--- config.mk ---
export PLATFORM = sky130hd
export DESIGN_NAME = twowire_slave_tx_status
export DESIGN_NICKNAME = d
export VERILOG_FILES = /design/src/shared/twowire_pkg.sv /design/src/logic/twowire_slave_tx_status.sv
export VERILOG_INCLUDE_DIRS = /design/src /design/src/shared
export SDC_FILE = /design/constraint.sdc
export NUM_CORES = 1
export LEC_CHECK = 0
export BUFFER_PORTS_ARGS = -buffer_cell sky130_fd_sc_hd__buf_2
export CAP_MARGIN = 10
export CORE_MARGIN = 5
export CORE_UTILIZATION = 30
export DETAILED_ROUTE_END_ITERATION = 10
export PLACE_DENSITY = 0.49
export SYNTH_ARGS = -nofsm -noshare
export SYNTH_HDL_FRONTEND = slang
export SYNTH_SLANG_ARGS = --single-unit
--- constraint.sdc ---
create_clock -name aclk -period 3.4 [get_ports aclk]
set_input_delay 0.85 -clock aclk [delete_from_list [all_inputs] [get_ports aclk]]
set_output_delay 0.85 -clock aclk [all_outputs]
set_load 0.01 [all_outputs]
--- src/shared/twowire_params.svh ---
// Offsets, field positions, status codes and timing counts of the
// two-wire slave transmitter block.
// Assumes a 20 MHz system clock and AXI4-Lite byte addressing.
`ifndef TWOWIRE_PARAMS_SVH
`define TWOWIRE_PARAMS_SVH

// ==========================================================
// Register byte offsets
`define TW_OFS_CTRL 4'h0
`define TW_OFS_STAT 4'h4
`define TW_OFS_DATA 4'h8
`define TW_OFS_ADDR 4'hc

// ==========================================================
// Control field positions
`define TW_BIT_DONE 7
`define TW_BIT_ACK 6
`define TW_BIT_START 5
`define TW_BIT_STOP 4
`define TW_BIT_EN 2

// ==========================================================
// Reset values
`define TW_CTRL_RESET 8'h00
`define TW_ADDR_RESET 8'h00

// ==========================================================
// Status codes, prescaler bits always zero
`define TW_ST_START 8'h08
`define TW_ST_RSTART 8'h10
`define TW_ST_SLA_R 8'ha8
`define TW_ST_ARB_SLA_R 8'hb0
`define TW_ST_DATA_ACK 8'hb8
`define TW_ST_DATA_NACK 8'hc0
`define TW_ST_LAST_ACK 8'hc8
`define TW_ST_IDLE 8'hf8
`define TW_ST_BUS_ERR 8'h00

// ==========================================================
// Timing
`define TW_CLK_MHZ 20
`define TW_HOLD_NS 4000
`define TW_HOLD_CYC (((`TW_HOLD_NS) * (`TW_CLK_MHZ) + 999) / 1000)

`endif

--- src/shared/twowire_pkg.sv ---
// Types shared by the two-wire slave transmitter block.
// Assumes the constants header is included where numbers are needed.
package twowire_pkg;

	// ==========================================================
	// Bus engine states
	typedef enum logic [3:0] {
		st_idle,
		st_addr,
		st_addr_ack,
		st_tx,
		st_tx_ack,
		st_hold,
		st_gen,
		st_master,
		st_stop,
		st_rstart
	} engine_t;

	// What a held step resumes into once software releases it
	typedef enum logic [1:0] {
		hold_tx,
		hold_final,
		hold_error
	} hold_t;

endpackage
--- src/logic/twowire_slave_tx_status.sv ---
// Two-wire slave transmitter with status codes, bus error handling
// and a small START / REPEATED START generator.
// Assumes an AXI4-Lite master on aclk and open-drain bus pads outside.
//
// The implementer's own choices: register access over AXI4-Lite and the placing of the registers.
`timescale 1ns/1ps
`include "twowire_params.svh"
`default_nettype none

module twowire_slave_tx_status (
	input wire logic aclk,
	input wire logic aresetn,
	input wire logic ce,
	input wire logic [3:0] s_axi_awaddr,
	input wire logic s_axi_awvalid,
	output logic s_axi_awready,
	input wire logic [31:0] s_axi_wdata,
	input wire logic [3:0] s_axi_wstrb,
	input wire logic s_axi_wvalid,
	output logic s_axi_wready,
	output logic [1:0] s_axi_bresp,
	output logic s_axi_bvalid,
	input wire logic s_axi_bready,
	input wire logic [3:0] s_axi_araddr,
	input wire logic s_axi_arvalid,
	output logic s_axi_arready,
	output logic [31:0] s_axi_rdata,
	output logic [1:0] s_axi_rresp,
	output logic s_axi_rvalid,
	input wire logic s_axi_rready,
	input wire logic arb_lost,
	input wire logic scl_in,
	output logic scl_out,
	output logic scl_oe,
	input wire logic sda_in,
	output logic sda_out,
	output logic sda_oe
);

	// ==========================================================
	// Register bus
	logic [3:0] aw_addr;
	logic aw_full;
	logic [7:0] w_data;
	logic w_lane;
	logic w_full;
	logic wr_en;
	logic sw_clear;
	logic flag;
	logic ack_en;
	logic start_req;
	logic stop_req;
	logic enable;
	logic [6:0] own_addr;
	logic bcast_en;
	logic [7:0] data_reg;
	logic [7:0] status_code;
	logic arb_q;
	logic set_pulse;
	logic [7:0] set_code;
	logic start_done;
	logic stop_done;

	function automatic logic mapped(input logic [3:0] a);
		mapped = (a == `TW_OFS_CTRL) || (a == `TW_OFS_STAT) ||
			(a == `TW_OFS_DATA) || (a == `TW_OFS_ADDR);
	endfunction

	assign s_axi_awready = !aw_full && !s_axi_bvalid;
	assign s_axi_wready = !w_full && !s_axi_bvalid;
	assign s_axi_arready = !s_axi_rvalid;
	assign wr_en = aw_full && w_full && !s_axi_bvalid;
	assign sw_clear = wr_en && w_lane && aw_addr == `TW_OFS_CTRL &&
		w_data[`TW_BIT_DONE];

	// Address and data may arrive in either order
	always_ff @(posedge aclk) begin
		if (!aresetn) begin
			aw_full <= 1'b0;
			w_full <= 1'b0;
			aw_addr <= 4'h0;
			w_data <= 8'h00;
			w_lane <= 1'b0;
			s_axi_bvalid <= 1'b0;
			s_axi_bresp <= 2'b00;
		end else if (ce) begin
			if (s_axi_awvalid && s_axi_awready) begin
				aw_full <= 1'b1;
				aw_addr <= s_axi_awaddr;
			end
			if (s_axi_wvalid && s_axi_wready) begin
				w_full <= 1'b1;
				w_data <= s_axi_wdata[7:0];
				w_lane <= s_axi_wstrb[0];
			end
			if (wr_en) begin
				aw_full <= 1'b0;
				w_full <= 1'b0;
				s_axi_bvalid <= 1'b1;
				s_axi_bresp <= mapped(aw_addr) ? 2'b00 : 2'b10;
			end else if (s_axi_bvalid && s_axi_bready) begin
				s_axi_bvalid <= 1'b0;
			end
		end
	end

	// Read path; status shows idle code whenever no step is pending
	always_ff @(posedge aclk) begin
		if (!aresetn) begin
			s_axi_rvalid <= 1'b0;
			s_axi_rdata <= 32'h0;
			s_axi_rresp <= 2'b00;
		end else if (ce) begin
			if (s_axi_arvalid && s_axi_arready) begin
				s_axi_rvalid <= 1'b1;
				s_axi_rresp <= mapped(s_axi_araddr) ? 2'b00 : 2'b10;
				s_axi_rdata <= 32'h0;
				unique case (s_axi_araddr)
					`TW_OFS_CTRL: s_axi_rdata[7:0] <= {flag, ack_en,
						start_req, stop_req, 1'b0, enable, 2'b00};
					`TW_OFS_STAT: s_axi_rdata[7:0] <= flag ?
						{status_code[7:3], 3'b000} : `TW_ST_IDLE;
					`TW_OFS_DATA: s_axi_rdata[7:0] <= data_reg;
					`TW_OFS_ADDR: s_axi_rdata[7:0] <= {own_addr, bcast_en};
					default: s_axi_rdata <= 32'h0;
				endcase
			end else if (s_axi_rvalid && s_axi_rready) begin
				s_axi_rvalid <= 1'b0;
			end
		end
	end

	// Step-done flag; a hardware set beats a software clear
	always_ff @(posedge aclk) begin
		if (!aresetn) begin
			flag <= 1'b0;
			status_code <= `TW_ST_IDLE;
		end else if (ce) begin
			if (set_pulse) begin
				flag <= 1'b1;
				status_code <= set_code;
			end else if (sw_clear) begin
				flag <= 1'b0;
			end
		end
	end

	// Control bits; hardware only ever clears start and stop
	always_ff @(posedge aclk) begin
		if (!aresetn) begin
			{ack_en, start_req, stop_req, enable} <= 4'h0;
			{own_addr, bcast_en} <= `TW_ADDR_RESET;
			data_reg <= 8'h00;
		end else if (ce) begin
			if (start_done)
				start_req <= 1'b0;
			if (stop_done)
				stop_req <= 1'b0;
			if (wr_en && w_lane) begin
				unique case (aw_addr)
					`TW_OFS_CTRL: begin
						ack_en <= w_data[`TW_BIT_ACK];
						start_req <= w_data[`TW_BIT_START];
						stop_req <= w_data[`TW_BIT_STOP];
						enable <= w_data[`TW_BIT_EN];
					end
					`TW_OFS_DATA: data_reg <= w_data;
					`TW_OFS_ADDR: {own_addr, bcast_en} <= w_data;
					default: ;
				endcase
			end
		end
	end

	// ==========================================================
	// Bus line sampling
	logic [1:0] scl_sync;
	logic [1:0] sda_sync;
	logic scl_d;
	logic sda_d;
	logic scl_now;
	logic sda_now;
	logic scl_rise;
	logic scl_fall;
	logic start_c;
	logic stop_c;
	logic bus_busy;

	// Lines reset high so release of reset shows no false edge
	always_ff @(posedge aclk) begin
		if (!aresetn) begin
			scl_sync <= 2'b11;
			sda_sync <= 2'b11;
			scl_d <= 1'b1;
			sda_d <= 1'b1;
		end else if (ce) begin
			scl_sync <= {scl_sync[0], scl_in};
			sda_sync <= {sda_sync[0], sda_in};
			scl_d <= scl_sync[1];
			sda_d <= sda_sync[1];
		end
	end

	assign scl_now = scl_sync[1];
	assign sda_now = sda_sync[1];
	assign scl_rise = scl_now && !scl_d;
	assign scl_fall = !scl_now && scl_d;
	assign start_c = scl_now && scl_d && sda_d && !sda_now;
	assign stop_c = scl_now && scl_d && !sda_d && sda_now;

	// Bus is owned by someone between START and STOP
	always_ff @(posedge aclk) begin
		if (!aresetn)
			bus_busy <= 1'b0;
		else if (ce && start_c)
			bus_busy <= 1'b1;
		else if (ce && stop_c)
			bus_busy <= 1'b0;
	end

	// Arbitration loss from the master logic waits for an address
	always_ff @(posedge aclk) begin
		if (!aresetn)
			arb_q <= 1'b0;
		else if (ce && arb_lost)
			arb_q <= 1'b1;
		else if (ce && set_pulse && set_code == `TW_ST_ARB_SLA_R)
			arb_q <= 1'b0;
	end

	// ==========================================================
	// Bus engine
	twowire_pkg::engine_t state;
	twowire_pkg::hold_t hold_kind;
	logic [3:0] bit_cnt;
	logic [7:0] shreg;
	logic last;
	logic rep;
	logic [7:0] timer;
	logic scl_low;
	logic sda_low;
	logic in_frame;
	logic hit;

	// own address needs ack enable, broadcast needs ack enable and its own enable
	assign hit = ack_en && ((shreg[6:0] == own_addr) ||
		(shreg[6:0] == 7'h00 && bcast_en));
	assign in_frame = (state == twowire_pkg::st_addr && bit_cnt != 4'h0)
		|| state == twowire_pkg::st_addr_ack
		|| state == twowire_pkg::st_tx || state == twowire_pkg::st_tx_ack;

	always_ff @(posedge aclk) begin
		if (!aresetn || (ce && !enable)) begin
			state <= twowire_pkg::st_idle;
			hold_kind <= twowire_pkg::hold_tx;
			bit_cnt <= 4'h0;
			shreg <= 8'h00;
			{last, rep, scl_low, sda_low} <= 4'h0;
			{set_pulse, start_done, stop_done} <= 3'h0;
			set_code <= `TW_ST_IDLE;
			timer <= 8'h00;
		end else if (ce) begin
			{set_pulse, start_done, stop_done} <= 3'h0;
			if ((start_c || stop_c) && in_frame) begin
				{scl_low, sda_low} <= 2'b00;
				set_pulse <= 1'b1;
				set_code <= `TW_ST_BUS_ERR;
				hold_kind <= twowire_pkg::hold_error;
				state <= twowire_pkg::st_hold;
			end else begin
				unique case (state)
					twowire_pkg::st_idle: begin
						if (start_c) begin
							bit_cnt <= 4'h0;
							state <= twowire_pkg::st_addr;
						// START once the bus is free
						end else if (start_req && !bus_busy) begin
							sda_low <= 1'b1;
							rep <= 1'b0;
							timer <= 8'(`TW_HOLD_CYC);
							state <= twowire_pkg::st_gen;
						end
					end
					twowire_pkg::st_addr: begin
						if (stop_c)
							state <= twowire_pkg::st_idle;
						else if (scl_rise) begin
							shreg <= {shreg[6:0], sda_now};
							bit_cnt <= bit_cnt + 4'h1;
							if (bit_cnt == 4'h7) begin
								bit_cnt <= 4'h0;
								// Only the read direction is served here
								state <= (hit && sda_now) ?
									twowire_pkg::st_addr_ack :
									twowire_pkg::st_idle;
							end
						end
					end
					twowire_pkg::st_addr_ack: begin
						if (scl_fall && bit_cnt == 4'h0) begin
							sda_low <= 1'b1;
							bit_cnt <= 4'h1;
						end else if (scl_fall) begin
							sda_low <= 1'b0;
							scl_low <= 1'b1;
							set_pulse <= 1'b1;
							set_code <= arb_q ? `TW_ST_ARB_SLA_R : `TW_ST_SLA_R;
							hold_kind <= twowire_pkg::hold_tx;
							state <= twowire_pkg::st_hold;
						end
					end
					twowire_pkg::st_hold: begin
						if (!flag && !set_pulse) begin
							unique case (hold_kind)
								// first bit while SCL held low
								twowire_pkg::hold_tx: begin
									shreg <= data_reg;
									last <= !ack_en;
									sda_low <= !data_reg[7];
									bit_cnt <= 4'h0;
									scl_low <= 1'b0;
									state <= twowire_pkg::st_tx;
								end
								twowire_pkg::hold_final: begin
									{scl_low, sda_low} <= 2'b00;
									state <= twowire_pkg::st_idle;
								end
								twowire_pkg::hold_error: begin
									{scl_low, sda_low} <= 2'b00;
									if (stop_req) begin
										stop_done <= 1'b1;
										state <= twowire_pkg::st_idle;
									end
								end
								default: state <= twowire_pkg::st_idle;
							endcase
						end
					end
					// MSB first, change on falling SCL
					twowire_pkg::st_tx: begin
						if (scl_fall) begin
							shreg <= {shreg[6:0], 1'b0};
							bit_cnt <= bit_cnt + 4'h1;
							sda_low <= !shreg[6];
							if (bit_cnt == 4'h7) begin
								sda_low <= 1'b0;
								bit_cnt <= 4'h0;
								state <= twowire_pkg::st_tx_ack;
							end
						end
					end
					twowire_pkg::st_tx_ack: begin
						if (scl_rise) begin
							bit_cnt <= 4'h1;
							set_code <= sda_now ? `TW_ST_DATA_NACK :
								last ? `TW_ST_LAST_ACK : `TW_ST_DATA_ACK;
							hold_kind <= (sda_now || last) ?
								twowire_pkg::hold_final : twowire_pkg::hold_tx;
						end else if (scl_fall && bit_cnt == 4'h1) begin
							scl_low <= 1'b1;
							set_pulse <= 1'b1;
							state <= twowire_pkg::st_hold;
						end
					end
					twowire_pkg::st_gen: begin
						timer <= timer - 8'h01;
						if (timer == 8'h01) begin
							scl_low <= 1'b1;
							start_done <= 1'b1;
							set_pulse <= 1'b1;
							set_code <= rep ? `TW_ST_RSTART : `TW_ST_START;
							state <= twowire_pkg::st_master;
						end
					end
					// Master data phases live outside this block
					twowire_pkg::st_master: begin
						if (!flag && !set_pulse && stop_req) begin
							scl_low <= 1'b0;
							timer <= 8'(`TW_HOLD_CYC);
							state <= twowire_pkg::st_stop;
						end else if (!flag && !set_pulse && start_req) begin
							{scl_low, sda_low} <= 2'b00;
							rep <= 1'b1;
							timer <= 8'(`TW_HOLD_CYC);
							state <= twowire_pkg::st_rstart;
						end
					end
					twowire_pkg::st_stop: begin
						timer <= timer - 8'h01;
						if (timer == 8'h01) begin
							sda_low <= 1'b0;
							stop_done <= 1'b1;
							state <= twowire_pkg::st_idle;
						end
					end
					twowire_pkg::st_rstart: begin
						timer <= timer - 8'h01;
						if (timer == 8'h01) begin
							sda_low <= 1'b1;
							timer <= 8'(`TW_HOLD_CYC);
							state <= twowire_pkg::st_gen;
						end
					end
				endcase
			end
		end
	end

	// Open drain: drive low only, enable marks the pull
	assign scl_out = 1'b0;
	assign sda_out = 1'b0;
	assign scl_oe = scl_low;
	assign sda_oe = sda_low;

endmodule

`default_nettype wire

**Word-level counts from Yosys, hierarchy flattened**

Cells that the tools add are included.
W data, S select, Z words.

- Register bits: 106
- Word-level logic and storage cells: 338
- Bits of input ports: 55
- Bits in read-only memories: 0
- Memories kept: 0
- Latch bits: 0
- Output and inout bits: 45
- Bits in writable memories: 0

- Reduce and logical (&&, ||, !) cells: 113
- Add/sub/neg operators: 2
- Equal/unequal tests: 58
- Shift-type cells: 0
- Magnitude comparators: 0
- Mux-type cells: 126
- Divide/modulo/power cells: 0
- Bitwise operators: 1
- Multipliers: 0

Operators by type and width:

| cell | number |
|---|---|
| $mux W4 | 28 |
| $mux W8 | 11 |
| $pmux W8 S4 | 2 |
| $mux W1 | 57 |
| $mux W7 | 7 |
| $pmux W4 S10 | 1 |
| $logic_and A1 B1 Y1 | 36 |
| $ne A3 B3 Y1 const B | 11 |
| $eq A4 B3 Y1 const B | 7 |
| $eq A4 B4 Y1 const B | 6 |
| $pmux W4 S6 | 1 |
| $pmux W8 S3 | 1 |
| $pmux W7 S3 | 1 |
| $ne A2 B2 Y1 const B | 10 |
| $reduce_and A2 Y1 | 10 |
| $logic_not A1 Y1 | 16 |
| $logic_not A4 Y1 | 4 |
| $reduce_and A16 Y1 | 1 |
| $reduce_bool A2 Y1 | 8 |
| $mux W2 | 7 |
| $logic_or A1 B1 Y1 | 13 |
| $ne A3 B2 Y1 const B | 4 |
| $ne A4 B4 Y1 const B | 3 |
| $reduce_and A12 Y1 | 1 |
| other kinds (36) | 54 |

**Logic depth before layout (Yosys ltp)**

Gate-level depths: netlist of run 1.

- Depth in word-level cells: 11
- Gate-level depth with buffers: 9
- Mapped depth without buffers: 8

**Worst setup path after synthesis of run 1**

OpenSTA, ideal clock, no wires.

- Path type: in2reg
- From: in ce
- To: reg w_data[0]
- Slack: 1037 ps
- Arrival time: 2241 ps
- Setup time: 122 ps
- Data required time: 3278 ps
- Cell stages on the path: 6
- Path buffers: 2
- Path through: clkbuf_1 -> inv_2 -> or4b_2 -> clkbuf_1 -> nand2_1 -> a21boi_0

- Longest elaborated chain between the ends: 1

RTL lines:

| what | RTL line | source |
|---|---|---|
| start: declaration | twowire_slave_tx_status.sv:13 | `input wire logic ce,` |
| $reduce_and A2 Y1 (no source line) | -- |  |
| end signal: assignment | twowire_slave_tx_status.sv:93 | `w_data <= s_axi_wdata[7:0];` |
| end: declaration | twowire_slave_tx_status.sv:44 | `logic [7:0] w_data;` |

No other way between the ends.
A chain may end at the register's enable or synchronous reset.

**Worst setup path after layout of run 1**

- From: reg state[0]
- To: reg state[3]

- Longest elaborated chain between the ends: 8

RTL lines:

| what | RTL line | source |
|---|---|---|
| start: declaration | twowire_slave_tx_status.sv:233 | `twowire_pkg::engine_t state;` |
| start signal: assignment | twowire_slave_tx_status.sv:254 | `state <= twowire_pkg::st_idle;` |
| start signal: assignment | twowire_slave_tx_status.sv:269 | `state <= twowire_pkg::st_hold;` |
| start signal: assignment | twowire_slave_tx_status.sv:275 | `state <= twowire_pkg::st_addr;` |
| $eq A4 B1 Y1 | twowire_slave_tx_status.sv:248, twowire_slave_tx_status.sv:271 |  |
| $logic_and A1 B1 Y1 | twowire_slave_tx_status.sv:248 | `assign in_frame = (state == twowire_pkg::st_addr && bit_cnt != 4'h0)` |
| $logic_or A1 B1 Y1 | twowire_slave_tx_status.sv:249 | `\|\| state == twowire_pkg::st_addr_ack` |
| $logic_or A1 B1 Y1 (2 in a row) | twowire_slave_tx_status.sv:250 | `\|\| state == twowire_pkg::st_tx \|\| state == twowire_pkg::st_tx_ack;` |
| $logic_and A1 B1 Y1 | twowire_slave_tx_status.sv:264 | `if ((start_c \|\| stop_c) && in_frame) begin` |
| $ne A4 B4 Y1 (no source line) (tied with other cells) | -- |  |
| $reduce_and A16 Y1 (no source line) | -- |  |

Several ways; a longest one is shown, not always the timed one.

==> flow_metrics.tcl, run 1 <==
set metrics [dict create \
    status "finished, final reports clean" \
    ys_dominant_reg_cell "dfxtp_1" \
    fin_crit_ps 2610 \
    async_flop_share_pct 0 \
    tightest_slew_ps 735 \
    synth_area_per_cell_um2 8.39 \
    cp_max_fo 17 \
    preCtsSetupSlack_ps 675 \
    synth_area_um2 5490 \
    viasPerCell 5.11 \
    fin_skew_ps 8.66 \
    start_util_pct 30.5 \
    dp_hpwl_um 11200 \
    die_w_um 145 \
    avgRoutedWirePerCell_um 16.4 \
    rows 49 \
    htreeDepth 3 \
    hp-class "reg2reg" \
    ir_worst_vdd_uv 249 \
    fin_tns_setup_ps 0 \
    grt_pass1_vias 4594 \
    power_density_nw_per_um2 411 \
    endpoint_kind "register" \
    finalHoldViolCount 0 \
    slew_viol_final 0 \
    gp_congestion 0.969 \
    finalSetupViolations 0 \
    core_um2 18000 \
    slew_headroom_pct 51.0 \
    crit_type "reg2reg" \
    clock_path_buffers 2 \
    hold_slack_ps 463 \
    clk_latency_ps 350 \
    netlist_instances 654 \
    final_antenna_net_count 0 \
    maxCapViolCount 0 \
    ys.warnings.count 0 \
    overflow 0 \
    cts_setup_buffers 0 \
    cp-startpoint "state[0]" \
    ys_seq_area_share_pct 35.8 \
    drt-initial-drc-count 380 \
    grt_pass1_wl_um 24600 \
    synth_compound_area_share_pct 18.1 \
    portBuffers 44 \
    yosys.area_share.adder_pct 1.82 \
    critPathCapture "state[3]" \
    cts_buffers 9 \
    ys_seq_elements 98 \
    cts_resized 0 \
    grt_max_degree 61 \
    io_pins 100 \
    rr_worst_depth 6 \
    fin_crit_sh_pct 76.7 \
    die_area_um2 21100 \
    clockRootBuffer "clkbuf_16" \
    rsz0062_at_grt "false" \
    hold_buffers 0 \
    drcViolationCount 0 \
    worst_slack_ps 792 \
    synth_top_family_by_area "simple AND/OR/NAND/NOR gates" \
    clkTransAtPathRegs_ps 70 \
    p_leak_uw 0.00228 \
    grt_usage_pct 14.1 \
    r2r_end "state[3]" \
    die_y_um 145 \
    drt_wl_total_um 15000 \
    first_pass_iters 5 \
    vias 4699 \
    timing.rr.start "state[0]" \
    critical_path_required_ps 3640 \
    fmax_ghz 0.383 \
    synth.area.mux_share_pct 9.21 \
    reg2reg_slack_ps 790 \
    start_kind "register" \
    layout-drive-gt1-share_pct 15.9 \
    synthXorXnorAreaFrac_pct 1.44 \
    nets 748 \
    synth-simple-area-share_pct 25.7 \
    antenna_found_initial 0 \
    cts_tree "built" \
    synth_enable_flop_cells 0 \
    diodes 0 \
    area_delta_synth_final_pct 12.1 \
    synth.distinct_cells 71 \
    arrival_ps 2850 \
    cts.sinks 98 \
]
synthesized netlist by cell type, types with 4 or more instances:
master,instances,area (um^2)
clkbuf_1,29,109
inv_1,16,60.1
nand3_1,15,75.1
nand4_1,5,31.3
nand2_1,78,293
buf_2,6,30.0
o2111ai_1,4,35.0
ha_1,8,100
nor2b_1,38,238
o21a_1,7,52.6
or2_2,5,31.3
dfxtp_1,98,1960
a21boi_0,19,143
buf_4,28,210
nor2_1,53,199
mux2i_1,37,370
xnor2_1,4,35.0
a211oi_1,13,97.6
nand2b_1,14,87.6
a21oi_1,27,135
nor4_1,7,43.8
o21ai_0,23,115
o211ai_1,4,30.0
nor3_1,17,85.1
nand3b_1,5,37.5
a31oi_1,4,25.0
mux4_2,4,90.1
nand4b_1,5,43.8
xor2_1,5,43.8
o31ai_1,4,30.0
a22oi_1,7,52.6
mux2_2,4,45.0
worst min path at each step:
stage / slack, ps / cells after the start / end / startpoint
after global routing: 500 / 2 / status_code[5] / status_code[5]
after floorplan: 430 / 2 / status_code[4] / status_code[4]
after global placement: 450 / 2 / last / last
final: 460 / 2 / last / last
after detailed placement: 460 / 2 / last / last
after CTS: 470 / 2 / last / last
layout make-up:
cell class	count	area (um^2)
flip-flops and latches	98	1960
inverters	17	63.8
well taps	229	287
multi-input cells	499	3200
fillers	1896	11800
repair buffers	60	340
clock buffers	10	229
clock inverters	6	71.3
power breakdown:
| part | total (uW) | leakage (uW) | internal, uW | switching [uW] |
|---|---|---|---|---|
| combinational | 277 | 0.00135 | 108 | 169 |
| sequential | 1200 | 0.000794 | 1170 | 31.1 |
| clock | 1050 | 0.000140 | 579 | 472 |
layer usage:
metal  vias to the layer above  track usage (%)  part of all wire [%]
li1                       2327                -                     -
met1                      2190             19.0                    46
met2                       154             22.0                    45
met3                        28             3.43                   6.3
met4                         0             4.71                   2.3
met5                         -                0                     0
cell families (layout without fill, tap and decap cells):
logic type      count (synthesis)  after routing
other cells                     1             28
buf+inv                        84             93
xor+xnor                        9              9
compound gates                142            142
mux                            45             45
fa+ha+maj                       8              8
simple gates                  267            267
flops                          98             98
cells in the final DEF (no fill, tap or decap), types with 5 or more instances in the layout:
| master | instances |
|---|---|
| a21oi_1 | 27 |
| a21boi_0 | 19 |
| clkbuf_16 | 9 |
| nand3_1 | 15 |
| a211oi_1 | 13 |
| nor4_1 | 7 |
| nand4_1 | 5 |
| nor2_1 | 53 |
| buf_4 | 16 |
| conb_1 | 28 |
| nand2b_1 | 14 |
| buf_2 | 44 |
| a22oi_1 | 7 |
| ha_1 | 8 |
| nand2_1 | 78 |
| xor2_1 | 5 |
| nor3_1 | 17 |
| dfxtp_1 | 98 |
| nor2b_1 | 38 |
| nand3b_1 | 5 |
| inv_1 | 16 |
| o21ai_0 | 22 |
| o21a_1 | 7 |
| nand4b_1 | 5 |
| mux2i_1 | 37 |
| or2_2 | 5 |
worst max-delay path: stages (launching register included):
cell     delay (ps)
dfxtp_1         700
or3b_2          550
nor3_1          300
a221o_1         280
nor4_4           90
or2_2           330
a31o_2          260
through the flow:
stage               instance area, um^2  utilization [%]  std cells  total power [uW]
floorplan                          5590                -        681              1440
global placement                   5850             32.6        903              1500
detailed placement                 5850             32.6        903              1500
CTS                                6150             34.3        919              2560
global route                       6150             34.3        919              2640
finish                             6150             34.3        919              2530
No activity file was read; power rests on OpenSTA's default activity.
==> run 2, diff against run 1 <==
==> constraint.sdc (replaced) <==
create_clock -name aclk -period 2.6 [get_ports aclk]
set_input_delay 0.65 -clock aclk [delete_from_list [all_inputs] [get_ports aclk]]
set_output_delay 0.65 -clock aclk [all_outputs]
set_load 0.01 [all_outputs]
==> flow_metrics.tcl, run 2 (same netlist as run 1, synthesis figures left out) <==
set metrics [dict create \
    slew_headroom_pct 54.5 \
    grt_pass1_vias 4665 \
    drcViolationCount 0 \
    grtUsageMet1_pct 18.4 \
    antenna_found_initial 0 \
    critical_path_required_ps 2830 \
    grt_max_degree 61 \
    drt-initial-drc-count 449 \
    r2r_end "bit_cnt[3]" \
    grt_pass1_wl_um 24700 \
    rows 49 \
    timing.rr.start "bit_cnt[0]" \
    nets 765 \
    htreeDepth 3 \
    avgRoutedWirePerCell_um 16.6 \
    preCtsSetupSlack_ps 64.7 \
    vias 4857 \
    clk_latency_ps 350 \
    rr_worst_depth 8 \
    arrival_ps 2760 \
    die_w_um 145 \
    viasPerCell 5.19 \
    layout-drive-gt1-share_pct 18.7 \
    endpoint_kind "register" \
    layout_common_cells "dfxtp_1, nand2_1, nor2_1" \
    final_common_cell "dfxtp_1" \
    cts_resized 0 \
    fin_tns_setup_ps 0 \
    cts_tree "built" \
    ir_worst_vdd_uv 340 \
    die_area_um2 21100 \
    finalSetupViolations 0 \
    first_pass_iters 5 \
    maxCapViolCount 0 \
    critPathCapture "bit_cnt[3]" \
    status "finished, final reports clean" \
    fin_crit_sh_pct 97.3 \
    slew_viol_final 0 \
    grt_usage_pct 14.1 \
    grt_util_met2_pct 22.9 \
    hp-class "reg2reg" \
    gp_congestion 0.913 \
    die_y_um 145 \
    globalRouteMet3Util_pct 4.08 \
    cp-startpoint "bit_cnt[0]" \
    start_kind "register" \
    drt_wl_total_um 15500 \
    rsz0062_at_grt "true" \
    finalHoldViolCount 0 \
    hold_buffers 0 \
    power_density_nw_per_um2 523 \
    portBuffers 44 \
    cts_buffers 9 \
    overflow 0 \
    p_leak_uw 0.00238 \
    fmax_ghz 0.395 \
    crit_type "reg2reg" \
    clock_path_buffers 2 \
    tightest_slew_ps 683 \
    clkTransAtPathRegs_ps 70 \
    cp_max_fo 8 \
    start_util_pct 30.5 \
    top_usage_layer "met2" \
    fin_skew_ps 5.11 \
    clockRootBuffer "clkbuf_16" \
    final_antenna_net_count 0 \
    reg2reg_slack_ps 70 \
    diodes 0 \
    dp_hpwl_um 11600 \
    fin_crit_ps 2530 \
    io_pins 100 \
    cts_setup_buffers 0 \
    whs_path_depth 2 \
    cts.sinks 98 \
    worst_slack_ps 70.9 \
    fin_util_pct 35.1 \
    area_delta_synth_final_pct 15.0 \
    core_um2 18000 \
]
-- run 2: report_power, final --
group          switching, uW  internal [uW]  total, uW  leakage [uW]
Sequential              35.4           1530       1570      0.000794
Clock                    605            737       1340      0.000150
Combinational            233            155        388       0.00144
Total                    873           2420       3300       0.00238
-- run 2: worst min path at each step --
| stage | start | endpoint | slack, ps |
|---|---|---|---|
| global route | status_code[5] | status_code[5] | 510 |
| finish | last | last | 470 |
| CTS | last | last | 460 |
| floorplan | status_code[4] | status_code[4] | 430 |
| detailed placement | last | last | 450 |
| global placement | last | last | 450 |
-- run 2: cell type report --
| cell class | instances | area [um^2] |
|---|---|---|
| fillers | 1905 | 11700 |
| flip-flops and latches | 98 | 1960 |
| repair buffers | 77 | 484 |
| clock inverters | 4 | 31.3 |
| clock buffers | 12 | 267 |
| well taps | 229 | 287 |
| multi-input cells | 499 | 3210 |
| inverters | 17 | 63.8 |
-- run 2: worst max-delay path: stages (launching register included) --
cell and delay, ps:
dfxtp_1 360, inv_1 70, ha_1 160, or3b_4 420, a211oi_4 340, o21ai_2 140
nor4_4 500, a21boi_0 280, o21ai_0 130
-- run 2: routing by layer --
layer  share of wire [%]  vias to the layer above
li1                    -                     2356
met1                  47                     2316
met2                  46                      165
met3                 6.0                       20
met4                 1.7                        0
met5                   0                        -
-- run 2: metrics by stage --
stage | power (uW) | area, um^2 | instances | hold WS [ps]
global route | 3440 | 6310 | 936 | 506
global placement | 1980 | 5990 | 920 | 451
CTS | 3340 | 6290 | 936 | 464
detailed placement | 1980 | 5990 | 920 | 454
finish | 3300 | 6310 | 936 | 465
floorplan | 1890 | 5590 | 681 | 432
